### src/hdl/cdc_pkg.sv
package cdc_pkg;
    // bus geometry: one aligned 32-bit word per register, byte address = 4 * index
    localparam int ADDR_W = 9;
    localparam int IDX_W = 7;
    localparam int DATA_W = 32;
    localparam int IDX_LSB = 2;
    localparam int BYTE_W = 8;

    // configuration bank and its mirror in the non-volatile ram image
    localparam int CFG_COUNT = 48;
    localparam int MIRROR_AW = 6;

    // coined register indices of the configuration bank
    localparam logic [IDX_W-1:0] OSCILLATOR_TUNING_IDX = 7'h00;
    localparam logic [IDX_W-1:0] OSCILLATOR_CONTROL_IDX = 7'h01;
    localparam logic [IDX_W-1:0] DISCHARGE_RESISTOR_SELECT_IDX = 7'h02;
    localparam logic [IDX_W-1:0] AUXILIARY_CHARGE_OPTIONS_IDX = 7'h03;
    localparam logic [IDX_W-1:0] SENSOR_TOPOLOGY_IDX = 7'h04;
    localparam logic [IDX_W-1:0] MEASURE_CYCLE_OPTIONS_IDX = 7'h05;
    localparam logic [IDX_W-1:0] CHANNEL_ENABLE_MASK_IDX = 7'h06;
    localparam logic [IDX_W-1:0] AVERAGE_COUNT_LOW_IDX = 7'h07;
    localparam logic [IDX_W-1:0] AVERAGE_COUNT_HIGH_IDX = 7'h08;
    localparam logic [IDX_W-1:0] CONVERSION_PERIOD_BYTE0_IDX = 7'h09;
    localparam logic [IDX_W-1:0] CONVERSION_PERIOD_BYTE1_IDX = 7'h0A;
    localparam logic [IDX_W-1:0] CONVERSION_PERIOD_BYTE2_IDX = 7'h0B;
    localparam logic [IDX_W-1:0] DISCHARGE_DURATION_LOW_IDX = 7'h0C;
    localparam logic [IDX_W-1:0] FRONT_END_RUN_IDX = 7'h2F;

    // field positions
    localparam int FRONT_END_RUN_BIT = 0;
    localparam int TOPO_FLOATING_BIT = 0;
    localparam int TOPO_DIFFERENTIAL_BIT = 1;
    localparam int CHANNEL_COUNT = 6;

    // special function registers and extra views
    localparam logic [IDX_W-1:0] SFR_LOCK_IDX = 7'h30;
    localparam logic [IDX_W-1:0] SFR_SERIAL_IDX = 7'h31;
    localparam logic [IDX_W-1:0] SFR_STATUS_IDX = 7'h32;
    localparam logic [IDX_W-1:0] SFR_SCRATCH_IDX = 7'h33;
    localparam logic [IDX_W-1:0] IO_VIEW_LO_IDX = 7'h34;
    localparam logic [IDX_W-1:0] IO_VIEW_HI_IDX = 7'h35;
    localparam logic [IDX_W-1:0] RESULT_BASE_IDX = 7'h40;
    localparam int STATUS_RUN_BIT = 16;

    // dsp io: 64 readable bits of which 16 are driven back
    localparam int IO_VIEW_W = 64;
    localparam int IO_DRIVE_W = 16;
    localparam int STATUS_IN_W = IO_VIEW_W - IO_DRIVE_W;
    localparam int RESULT_COUNT = 8;
    localparam int RESULT_IDX_W = 3;

    // clocks, figures only; the dsp oscillator itself is analog
    localparam longint BUS_CLK_HZ = 40000000;
    localparam longint DSP_CLK_HZ = 60000000;

    localparam logic [1:0] RESP_OKAY = 2'h0;
    localparam logic [1:0] RESP_SLVERR = 2'h2;
    localparam logic [7:0] RESET_BYTE = 8'h00;
    localparam logic [DATA_W-1:0] RESET_WORD = 32'h00000000;

    typedef enum logic [1:0] {
        RD_IDLE = 2'b00,
        RD_WAIT = 2'b01,
        RD_RESP = 2'b10
    } rd_state_type;

    typedef enum logic [0:0] {
        DSP_RUNNING = 1'b0,
        DSP_HALTED = 1'b1
    } dsp_state_type;
endpackage

### src/hdl/mirror_if.sv
`timescale 1ns/10ps
`default_nettype none
interface mirror_if #(parameter int AW = 6, parameter int DW = 8);
    logic we;
    logic [AW-1:0] waddr;
    logic [DW-1:0] wdata;
    logic [AW-1:0] raddr;
    logic [DW-1:0] rdata;
    modport ctrl (output we, output waddr, output wdata, output raddr, input rdata);
    modport mem (input we, input waddr, input wdata, input raddr, output rdata);
endinterface
`default_nettype wire

### src/hdl/mirror_ram.sv
`timescale 1ns/10ps
`default_nettype none
module mirror_ram #(
    parameter int DEPTH = 48
) (
    // clock
    input wire logic aclk,
    // access port
    mirror_if.mem port
);
    logic [7:0] store_r [DEPTH];
    logic [7:0] rdata_r;

    // write and registered read; no reset, contents are loaded by the host
    always_ff @(posedge aclk) begin
        if (port.we) begin
            store_r[port.waddr] <= port.wdata;
        end
        rdata_r <= store_r[port.raddr];
    end

    assign port.rdata = rdata_r;
endmodule
`default_nettype wire

### src/hdl/cdc_config_and_dsp_wake.sv
`timescale 1ns/10ps
`default_nettype none
module cdc_config_and_dsp_wake #(
    parameter logic [7:0] SERIAL_NUMBER = 8'hA5 // arbitrary value
) (
    // clock and reset
    input wire logic aclk,
    input wire logic aresetn,
    // axi4-lite write
    input wire logic [cdc_pkg::ADDR_W-1:0] s_axi_awaddr,
    input wire logic s_axi_awvalid,
    output logic s_axi_awready,
    input wire logic [cdc_pkg::DATA_W-1:0] s_axi_wdata,
    input wire logic [3:0] s_axi_wstrb,
    input wire logic s_axi_wvalid,
    output logic s_axi_wready,
    output logic [1:0] s_axi_bresp,
    output logic s_axi_bvalid,
    input wire logic s_axi_bready,
    // axi4-lite read
    input wire logic [cdc_pkg::ADDR_W-1:0] s_axi_araddr,
    input wire logic s_axi_arvalid,
    output logic s_axi_arready,
    output logic [cdc_pkg::DATA_W-1:0] s_axi_rdata,
    output logic [1:0] s_axi_rresp,
    output logic s_axi_rvalid,
    input wire logic s_axi_rready,
    // dsp core side
    input wire logic dsp_halt_cmd,
    input wire logic gpio_wake,
    input wire logic meas_done,
    output logic dsp_clk_en,
    input wire logic [cdc_pkg::STATUS_IN_W-1:0] status_in,
    input wire logic dsp_io_wr_en,
    input wire logic [cdc_pkg::IO_DRIVE_W-1:0] dsp_io_wr_data,
    output logic [cdc_pkg::IO_VIEW_W-1:0] dsp_io_view,
    output logic [cdc_pkg::IO_DRIVE_W-1:0] gpio_out,
    input wire logic result_wr_en,
    input wire logic [cdc_pkg::RESULT_IDX_W-1:0] result_wr_idx,
    input wire logic [cdc_pkg::DATA_W-1:0] result_wr_data,
    // front end configuration
    output logic [cdc_pkg::CFG_COUNT*8-1:0] cfg_bytes,
    output logic front_end_run,
    output logic [cdc_pkg::CHANNEL_COUNT-1:0] channel_enable_mask,
    output logic sensor_floating,
    output logic sensor_differential
);
    localparam int IW = cdc_pkg::IDX_W;

    // index lies in the configuration bank
    function automatic logic is_cfg(input logic [IW-1:0] idx);
        return idx < IW'(cdc_pkg::CFG_COUNT);
    endfunction

    // index lies in the result window
    function automatic logic is_result(input logic [IW-1:0] idx);
        return idx >= cdc_pkg::RESULT_BASE_IDX
            && idx < IW'(cdc_pkg::RESULT_BASE_IDX + cdc_pkg::RESULT_COUNT);
    endfunction

    mirror_if #(.AW(cdc_pkg::MIRROR_AW), .DW(8)) mir ();

    mirror_ram #(.DEPTH(cdc_pkg::CFG_COUNT)) u_mirror (
        .aclk(aclk),
        .port(mir)
    );

    // write channel state
    logic aw_have_r, aw_have_nxt, w_have_r, w_have_nxt;
    logic awready_r, awready_nxt, wready_r, wready_nxt;
    logic bvalid_r, bvalid_nxt;
    logic [1:0] bresp_r, bresp_nxt;
    logic [IW-1:0] widx_r, widx_nxt;
    logic [cdc_pkg::DATA_W-1:0] wdata_r, wdata_nxt;
    logic wlane0_r, wlane0_nxt;
    logic do_write;

    // config bank and special function registers
    logic [cdc_pkg::CFG_COUNT-1:0][7:0] cfg_r, cfg_nxt;
    logic [7:0] lock_r, lock_nxt, scratch_r, scratch_nxt;

    // address and data may arrive in either order; one write at a time
    always_comb begin
        aw_have_nxt = aw_have_r;
        w_have_nxt = w_have_r;
        widx_nxt = widx_r;
        wdata_nxt = wdata_r;
        wlane0_nxt = wlane0_r;
        bvalid_nxt = bvalid_r;
        bresp_nxt = bresp_r;
        do_write = aw_have_r && w_have_r && !bvalid_r;
        if (s_axi_awvalid && awready_r) begin
            aw_have_nxt = 1'b1;
            widx_nxt = s_axi_awaddr[cdc_pkg::ADDR_W-1:cdc_pkg::IDX_LSB];
        end
        if (s_axi_wvalid && wready_r) begin
            w_have_nxt = 1'b1;
            wdata_nxt = s_axi_wdata;
            wlane0_nxt = s_axi_wstrb[0];
        end
        if (bvalid_r && s_axi_bready) begin
            bvalid_nxt = 1'b0;
        end
        if (do_write) begin
            aw_have_nxt = 1'b0;
            w_have_nxt = 1'b0;
            bvalid_nxt = 1'b1;
            bresp_nxt = (is_cfg(widx_r) || widx_r == cdc_pkg::SFR_LOCK_IDX
                || widx_r == cdc_pkg::SFR_SCRATCH_IDX) ? cdc_pkg::RESP_OKAY
                : cdc_pkg::RESP_SLVERR;
        end
        awready_nxt = !aw_have_nxt && !bvalid_nxt;
        wready_nxt = !w_have_nxt && !bvalid_nxt;
    end

    // register updates; only byte lane 0 carries data, upper lanes are ignored
    always_comb begin
        cfg_nxt = cfg_r;
        lock_nxt = lock_r;
        scratch_nxt = scratch_r;
        if (do_write && wlane0_r) begin
            if (is_cfg(widx_r)) begin
                cfg_nxt[widx_r[cdc_pkg::MIRROR_AW-1:0]] = wdata_r[7:0];
                if (widx_r == cdc_pkg::FRONT_END_RUN_IDX) begin
                    // single-bit register: other bits are kept at zero
                    cfg_nxt[widx_r[cdc_pkg::MIRROR_AW-1:0]] =
                        {7'h00, wdata_r[cdc_pkg::FRONT_END_RUN_BIT]};
                end
            end else if (widx_r == cdc_pkg::SFR_LOCK_IDX) begin
                lock_nxt = wdata_r[7:0];
            end else if (widx_r == cdc_pkg::SFR_SCRATCH_IDX) begin
                scratch_nxt = wdata_r[7:0];
            end
        end
    end

    // the mirror takes the very same write in the same cycle
    assign mir.we = do_write && wlane0_r && is_cfg(widx_r);
    assign mir.waddr = widx_r[cdc_pkg::MIRROR_AW-1:0];
    assign mir.wdata = cfg_nxt[widx_r[cdc_pkg::MIRROR_AW-1:0]];

    // write side registers; config holds its value until rewritten
    always_ff @(posedge aclk) begin
        if (!aresetn) begin
            aw_have_r <= 1'b0;
            w_have_r <= 1'b0;
            awready_r <= 1'b0;
            wready_r <= 1'b0;
            bvalid_r <= 1'b0;
            bresp_r <= cdc_pkg::RESP_OKAY;
            widx_r <= '0;
            wdata_r <= cdc_pkg::RESET_WORD;
            wlane0_r <= 1'b0;
            cfg_r <= '0;
            lock_r <= cdc_pkg::RESET_BYTE;
            scratch_r <= cdc_pkg::RESET_BYTE;
        end else begin
            aw_have_r <= aw_have_nxt;
            w_have_r <= w_have_nxt;
            awready_r <= awready_nxt;
            wready_r <= wready_nxt;
            bvalid_r <= bvalid_nxt;
            bresp_r <= bresp_nxt;
            widx_r <= widx_nxt;
            wdata_r <= wdata_nxt;
            wlane0_r <= wlane0_nxt;
            cfg_r <= cfg_nxt;
            lock_r <= lock_nxt;
            scratch_r <= scratch_nxt;
        end
    end

    // dsp clock gate, io and result registers
    cdc_pkg::dsp_state_type dsp_state_r, dsp_state_nxt;
    logic [cdc_pkg::IO_DRIVE_W-1:0] gpio_r, gpio_nxt;
    logic [cdc_pkg::IO_VIEW_W-1:0] view_r, view_nxt;
    logic [cdc_pkg::DATA_W-1:0] result_r [cdc_pkg::RESULT_COUNT];
    logic clk_en_r, clk_en_nxt;

    // a wake in the same cycle as a halt wins, so no event is lost
    always_comb begin
        dsp_state_nxt = dsp_state_r;
        case (dsp_state_r)
            cdc_pkg::DSP_RUNNING: begin
                if (dsp_halt_cmd && !(gpio_wake || meas_done)) begin
                    dsp_state_nxt = cdc_pkg::DSP_HALTED;
                end
            end
            cdc_pkg::DSP_HALTED: begin
                if (gpio_wake || meas_done) begin
                    dsp_state_nxt = cdc_pkg::DSP_RUNNING;
                end
            end
            default: dsp_state_nxt = cdc_pkg::DSP_RUNNING;
        endcase
        gpio_nxt = dsp_io_wr_en ? dsp_io_wr_data : gpio_r;
        view_nxt = {status_in, gpio_r};
        clk_en_nxt = dsp_state_nxt == cdc_pkg::DSP_RUNNING;
    end

    always_ff @(posedge aclk) begin
        if (!aresetn) begin
            dsp_state_r <= cdc_pkg::DSP_RUNNING;
            clk_en_r <= 1'b1;
            gpio_r <= '0;
            view_r <= '0;
        end else begin
            dsp_state_r <= dsp_state_nxt;
            gpio_r <= gpio_nxt;
            view_r <= view_nxt;
            clk_en_r <= clk_en_nxt;
        end
    end

    // one result register per slot, written by the dsp firmware
    for (genvar g = 0; g < cdc_pkg::RESULT_COUNT; g++) begin : g_result
        logic [cdc_pkg::DATA_W-1:0] slot_nxt;
        always_comb begin
            slot_nxt = result_r[g];
            if (result_wr_en && result_wr_idx == cdc_pkg::RESULT_IDX_W'(g)) begin
                slot_nxt = result_wr_data;
            end
        end
        always_ff @(posedge aclk) begin
            if (!aresetn) begin
                result_r[g] <= cdc_pkg::RESET_WORD;
            end else begin
                result_r[g] <= slot_nxt;
            end
        end
    end

    // read channel: config bytes come back from the mirror, one extra cycle
    cdc_pkg::rd_state_type rd_state_r, rd_state_nxt;
    logic [IW-1:0] ridx_r, ridx_nxt;
    logic [cdc_pkg::DATA_W-1:0] rdata_r, rdata_nxt;
    logic [1:0] rresp_r, rresp_nxt;
    logic arready_r, arready_nxt;
    logic rvalid_r, rvalid_nxt;
    logic [cdc_pkg::RESULT_IDX_W-1:0] rslot;

    assign rslot = cdc_pkg::RESULT_IDX_W'(ridx_r - cdc_pkg::RESULT_BASE_IDX);
    assign mir.raddr = ridx_nxt[cdc_pkg::MIRROR_AW-1:0];

    always_comb begin
        rd_state_nxt = rd_state_r;
        ridx_nxt = ridx_r;
        rdata_nxt = rdata_r;
        rresp_nxt = rresp_r;
        case (rd_state_r)
            cdc_pkg::RD_IDLE: begin
                if (s_axi_arvalid && arready_r) begin
                    ridx_nxt = s_axi_araddr[cdc_pkg::ADDR_W-1:cdc_pkg::IDX_LSB];
                    rd_state_nxt = cdc_pkg::RD_WAIT;
                end
            end
            cdc_pkg::RD_WAIT: begin
                rresp_nxt = cdc_pkg::RESP_OKAY;
                rdata_nxt = cdc_pkg::RESET_WORD;
                if (is_cfg(ridx_r)) begin
                    rdata_nxt[7:0] = mir.rdata;
                end else if (is_result(ridx_r)) begin
                    rdata_nxt = result_r[rslot];
                end else begin
                    case (ridx_r)
                        cdc_pkg::SFR_LOCK_IDX: rdata_nxt[7:0] = lock_r;
                        cdc_pkg::SFR_SERIAL_IDX: rdata_nxt[7:0] = SERIAL_NUMBER;
                        cdc_pkg::SFR_STATUS_IDX: begin
                            rdata_nxt[cdc_pkg::IO_DRIVE_W-1:0] = gpio_r;
                            rdata_nxt[cdc_pkg::STATUS_RUN_BIT] =
                                dsp_state_r == cdc_pkg::DSP_RUNNING;
                        end
                        cdc_pkg::SFR_SCRATCH_IDX: rdata_nxt[7:0] = scratch_r;
                        cdc_pkg::IO_VIEW_LO_IDX: rdata_nxt = view_r[cdc_pkg::DATA_W-1:0];
                        cdc_pkg::IO_VIEW_HI_IDX:
                            rdata_nxt = view_r[cdc_pkg::IO_VIEW_W-1:cdc_pkg::DATA_W];
                        default: rresp_nxt = cdc_pkg::RESP_SLVERR;
                    endcase
                end
                rd_state_nxt = cdc_pkg::RD_RESP;
            end
            cdc_pkg::RD_RESP: begin
                if (s_axi_rready) begin
                    rd_state_nxt = cdc_pkg::RD_IDLE;
                end
            end
            default: rd_state_nxt = cdc_pkg::RD_IDLE;
        endcase
        arready_nxt = rd_state_nxt == cdc_pkg::RD_IDLE;
        rvalid_nxt = rd_state_nxt == cdc_pkg::RD_RESP;
    end

    always_ff @(posedge aclk) begin
        if (!aresetn) begin
            rd_state_r <= cdc_pkg::RD_IDLE;
            ridx_r <= '0;
            rdata_r <= cdc_pkg::RESET_WORD;
            rresp_r <= cdc_pkg::RESP_OKAY;
            arready_r <= 1'b0;
            rvalid_r <= 1'b0;
        end else begin
            rd_state_r <= rd_state_nxt;
            ridx_r <= ridx_nxt;
            rdata_r <= rdata_nxt;
            rresp_r <= rresp_nxt;
            arready_r <= arready_nxt;
            rvalid_r <= rvalid_nxt;
        end
    end

    // outputs, all taken directly from flip-flops
    assign s_axi_awready = awready_r;
    assign s_axi_wready = wready_r;
    assign s_axi_bvalid = bvalid_r;
    assign s_axi_bresp = bresp_r;
    assign s_axi_arready = arready_r;
    assign s_axi_rvalid = rvalid_r;
    assign s_axi_rdata = rdata_r;
    assign s_axi_rresp = rresp_r;
    assign dsp_clk_en = clk_en_r;
    assign gpio_out = gpio_r;
    assign dsp_io_view = view_r;
    assign cfg_bytes = cfg_r;
    assign front_end_run = cfg_r[cdc_pkg::FRONT_END_RUN_IDX][cdc_pkg::FRONT_END_RUN_BIT];
    assign channel_enable_mask =
        cfg_r[cdc_pkg::CHANNEL_ENABLE_MASK_IDX][cdc_pkg::CHANNEL_COUNT-1:0];
    assign sensor_floating = cfg_r[cdc_pkg::SENSOR_TOPOLOGY_IDX][cdc_pkg::TOPO_FLOATING_BIT];
    assign sensor_differential =
        cfg_r[cdc_pkg::SENSOR_TOPOLOGY_IDX][cdc_pkg::TOPO_DIFFERENTIAL_BIT];

    // checks on the bank, the mirror and the dsp gate
    logic cfg_wr;
    assign cfg_wr = do_write && wlane0_r && is_cfg(widx_r);

    chk_cfg_write_stored: assert property (@(posedge aclk) disable iff (!aresetn)
        cfg_wr && widx_r != cdc_pkg::FRONT_END_RUN_IDX
        |=> cfg_r[$past(widx_r[cdc_pkg::MIRROR_AW-1:0])] == $past(wdata_r[7:0]))
        else $error("config write not stored");
    chk_mirror_same_cycle: assert property (@(posedge aclk) disable iff (!aresetn)
        rd_state_r == cdc_pkg::RD_WAIT && is_cfg(ridx_r) && !$past(mir.we)
        |-> mir.rdata == cfg_r[ridx_r[cdc_pkg::MIRROR_AW-1:0]])
        else $error("mirror and register disagree");
    chk_run_bit_only: assert property (@(posedge aclk) disable iff (!aresetn)
        cfg_wr && widx_r == cdc_pkg::FRONT_END_RUN_IDX
        |=> front_end_run == $past(wdata_r[0]) && cfg_r[cdc_pkg::FRONT_END_RUN_IDX][7:1] == 7'h00)
        else $error("run bit register wrong");
    chk_cfg_holds: assert property (@(posedge aclk) disable iff (!aresetn)
        !cfg_wr |=> $stable(cfg_r))
        else $error("config changed without a write");
    chk_halt_stops: assert property (@(posedge aclk) disable iff (!aresetn)
        dsp_clk_en && dsp_halt_cmd && !gpio_wake && !meas_done |=> !dsp_clk_en)
        else $error("halt did not stop dsp clock");
    chk_wake_restarts: assert property (@(posedge aclk) disable iff (!aresetn)
        !dsp_clk_en && (gpio_wake || meas_done) |=> dsp_clk_en)
        else $error("dsp did not wake");
    chk_gpio_drive: assert property (@(posedge aclk) disable iff (!aresetn)
        dsp_io_wr_en |=> gpio_out == $past(dsp_io_wr_data) ##1
        dsp_io_view[cdc_pkg::IO_DRIVE_W-1:0] == $past(dsp_io_wr_data, 2))
        else $error("gpio drive or view wrong");
    chk_result_copy: assert property (@(posedge aclk) disable iff (!aresetn)
        result_wr_en |=> result_r[$past(result_wr_idx)] == $past(result_wr_data))
        else $error("result not stored");
    chk_read_latency: assert property (@(posedge aclk) disable iff (!aresetn)
        s_axi_arvalid && s_axi_arready |=> !s_axi_rvalid ##1 s_axi_rvalid)
        else $error("read answer not two cycles later");
    chk_chan_mask: assert property (@(posedge aclk) disable iff (!aresetn)
        cfg_wr && widx_r == cdc_pkg::CHANNEL_ENABLE_MASK_IDX
        |=> channel_enable_mask == $past(wdata_r[cdc_pkg::CHANNEL_COUNT-1:0]))
        else $error("channel mask wrong");

    cov_cfg_write: cover property (@(posedge aclk) disable iff (!aresetn) cfg_wr);
    cov_halt_wake: cover property (@(posedge aclk) disable iff (!aresetn)
        !dsp_clk_en ##1 dsp_clk_en);
    cov_read_back: cover property (@(posedge aclk) disable iff (!aresetn)
        s_axi_rvalid && s_axi_rready && is_cfg(ridx_r));
endmodule
`default_nettype wire

### config.mk
export PLATFORM = sky130hd
export DESIGN_NAME = cdc_config_and_dsp_wake
export DESIGN_NICKNAME = d
export VERILOG_FILES = /design/src/hdl/cdc_pkg.sv /design/src/hdl/mirror_if.sv /design/src/hdl/mirror_ram.sv /design/src/hdl/cdc_config_and_dsp_wake.sv
export SDC_FILE = /design/constraint.sdc
export NUM_CORES = 2
export LEC_CHECK = 0
export ABC_CLOCK_PERIOD_IN_PS = 3500
export BUFFER_PORTS_ARGS = -buffer_cell sky130_fd_sc_hd__buf_2
export CORE_AREA = 2 2 319 321
export DETAILED_ROUTE_END_ITERATION = 16
export DIE_AREA = 0 0 321 323
export HOLD_SLACK_MARGIN = 0.1
export PLACE_DENSITY = 0.76
export SETUP_SLACK_MARGIN = 0.3
export SYNTH_ARGS = -nofsm -noshare
export SYNTH_HDL_FRONTEND = slang
export SYNTH_SLANG_ARGS = --single-unit
export TNS_END_PERCENT = 10
### constraint.sdc
create_clock -name aclk -period 3.5 [get_ports aclk]
set_input_delay 0.35 -clock aclk [delete_from_list [all_inputs] [get_ports aclk]]
set_output_delay 0.35 -clock aclk [all_outputs]
set_load 0.01 [all_outputs]
==> reports/summary.txt <==
largest net degree at the start of global routing: 265
die footprint: 104000 um^2
Distinct cells, synth: 78
Post-Syn Area per Cell: 10.9 um^2
Initial Util: 51.4%
drt first-iter violations: 6011
DR vias: 43500
Layout fillers: 7888
placed cell area: 57800 um^2
Critical Path RT: 3950 ps
Post-Syn Area: 51800 um^2
Max clock buf depth: 3
Cell Rows: 117
highest routed layer: met5
Synth Instances: 4771
sequential cell area fraction in the yosys report: 58.6%
routed wire length: 203000 um
WL met1: 73500 um
Worst Path Max Fanout: 51
vias in the first global route: 41000
FF+latch count, synth: 1196
critical path, cell by cell: nand2b_1, nor3_2, nand2_2, buf_4, buf_4, a21oi_1, o221ai_1, o21ai_1, o221ai_2, buf_12
number of vias per cell: 6.22
final period utilization: 93.5%
hold slack final: 142 ps
Crit path depth: 10
H-tree lvl count: 3
max incr delay on CP: 720 ps
commonest non-fill, non-tap cell in the layout: nand2_1
critical path endpoint: u_mirror.store_r[15][6]
Skew-Pair Late Insertion Delay: 750 ps
Total Routing Usage GR: 37.9%
final setup fails: 0
Post-synth top flop: edfxtp_1
Post-DP HPWL: 140000 um
CP bufs+invs: 3
Initial DRT Pass Iterations: 6
worst-margin pin slew: 1130 ps
switch share: 24.1%
Sink Count: 1196
layout cells sized above 1: 23.5%
final core utilization: 62.8%
clk root buf: clkbuf_16
worst reg2reg endpoint: u_mirror.store_r[15][6]
placed instance count: 6626
Synth warnings: 0
setup total negative slack: 0 ps
flop2flop setup slack: 230 ps
Critical Path Start: wlane0_r
num ports: 680
synth-to-layout area growth: 22.1%
final hold vios: 0
pre-CTS WS: 113 ps
RePlAce Congestion: 1.07
met2 wire len: 91600 um
Worst setup EP type: flip-flop
worst r2r src: wlane0_r
Routed Antenna Nets: 0
worst setup margin: 229 ps
RSZ-0062 raised after global routing: yes
kind of critical path: flip-flop to flip-flop
CTS tree: built
Max Slew Vio Count: 0
Static Leak: 24.2 nW
worst-case reg-to-reg path depth: 10
Slowest cell on crit path: nor3_2
CP Launch Type: flip-flop
clock share of power: 42.4%
first-pass GRT wire length: 286000 um
switching pwr: 7.44 mW
PortBufs: 646
CP delay by family, top: simple AND/OR/NAND/NOR gates
residual DRC count: 0
DIE HEIGHT: 323 um
Core Box Area: 101000 um^2
DIE WIDTH: 321 um
CP most frequent cell: buf_4
Tot Pwr: 30.8 mW
initial antenna violation count: 15
Reg clk slew, reported paths: 60 ps
EDFF count, synth: 640
fin nets: 5743
FMAX: 306 MHz
Max-Slew Margin vs Limit: 24.6%
Inserted Clock Buffers: 117
VDD IR-drop max: 0.000438 V
run status: finished clean
Final min period: 3270 ps
fin cells: 6995
Worst Path Arrival: 3720 ps
grt total ovfl: 0
DR WL met3: 25000 um
most frequent cells in the layout: nand2_1 (807), buf_2 (645), edfxtp_1 (640), dfxtp_1 (550), and2_1 (505)
Synth async-reset ratio: 0%
power share of the combinational group: 8.1%
WL per Instance: 29.0 um
Sequential Power Share: 49.5%
Post-Layout Inst Area: 63300 um^2
pwr dens: 488 nW/um^2
cell internal pwr: 23.4 mW
hold crit path type: input port to flip-flop
Worst Skew: 45.5 ps
max_cap viols: 0
==> cells by family after synthesis <==
group	Yosys count	synth area share, %
compound gates	1056	12.9
xor+xnor	1	0.0169
buf+inv	427	3.42
flops	1196	58.6
mux	297	8.16
other cells	1	0.00724
simple gates	1793	17.0
==> worst reg2reg max path, stage by stage, from the launching register on <==
cell and delay (ps):
dfxtp_1 430, nand2b_1 170, nor3_2 720, nand2_2 130, buf_4 210, buf_4 300, a21oi_1 210, o221ai_1 150
o21ai_1 210, o221ai_2 180, buf_12 230
==> metal layers <==
layer	vias up	track usage, %
li1	18700	-
met5	-	0
met2	2998	59.4
met1	21100	48.0
met3	681	10.8
met4	22	19.8
==> cell usage after synthesis (all sizes together), types with 6 or more instances <==
library cell	number	area (um^2)
and3	7	43.8
mux4	96	2160
nand3	98	490
mux2i	166	1670
dfxtp	556	11100
a21oi	157	786
nor3	22	115
a22o	6	52.6
o221ai	21	184
nand2b	13	81.3
and2	506	3170
edfxtp	640	19200
o211ai	13	97.6
nand4	35	225
nor3b	24	180
clkbuf	279	1050
a32oi	38	333
a22oi	36	270
a311oi	12	105
nor2	165	657
o31ai	7	52.6
nand2	811	3040
o21ai	386	1930
o211a	7	70.1
buf	107	569
a211oi	9	67.6
a21boi	202	1520
a31oi	43	269
nor2b	84	526
mux2	35	394
a221oi	31	278
inv	38	143
o22ai	51	319
==> state kept, by name (all words and copies together), names as in the netlist, 2 cells and up <==
name / cells
cfg_bytes: 384
dsp_io_view: 64
gpio_out: 16
lock_r: 8
rd_state_r: 2
result_r: 256
ridx_r: 7
s_axi_rdata: 32
scratch_r: 8
u_mirror.port.rdata: 8
u_mirror.store_r: 384
wdata_r: 8
widx_r: 7
==> power groups by stage <==
stage	clock (mW)	sequential [mW]	combinational, mW
2_1_floorplan	0	15.5	1.24
3_3_place_gp	0	15.6	2.23
3_5_place_dp	0	15.6	2.26
4_1_cts	13.1	15.3	2.40
5_1_grt	13.6	15.3	2.59
6_report	13.1	15.3	2.49
==> cell type report <==
class | count | area [um^2] | area share [%]
repair buffers | 1073 | 7180 | 11.3
multi-input cells | 3149 | 19900 | 31.5
well taps | 1309 | 1640 | 2.59
flip-flops and latches | 1196 | 30400 | 48.0
clock inverters | 74 | 822 | 1.30
inverters | 41 | 154 | 0.243
diodes | 4 | 10.0 | 0.0158
clock buffers | 149 | 3160 | 4.99
==> worst min-delay path by stage <==
stage,start,to,slack [ps],depth (start not counted)
6_report,s_axi_araddr[4],ridx_r[2],140,4
5_1_grt,s_axi_araddr[4],ridx_r[2],160,4
4_1_cts,s_axi_araddr[4],ridx_r[2],120,4
3_5_place_dp,s_axi_rresp[1],s_axi_rresp[1],460,2
3_3_place_gp,s_axi_rdata[5],s_axi_rdata[5],450,2
2_1_floorplan,wlane0_r,wlane0_r,450,2
==> repair_timing <==
| item | in CTS | in global routing |
|---|---|---|
| setup endpoints to repair | 312 | 347 |
| hold buffers | 130 | 0 |
| buffers inserted | 6 | 6 |
| resized for setup | 6 | 7 |
| endpoints found under the hold margin | 379 | 0 |
| pin swaps | 2 | 0 |
Power figures use the tool's default switching activity.
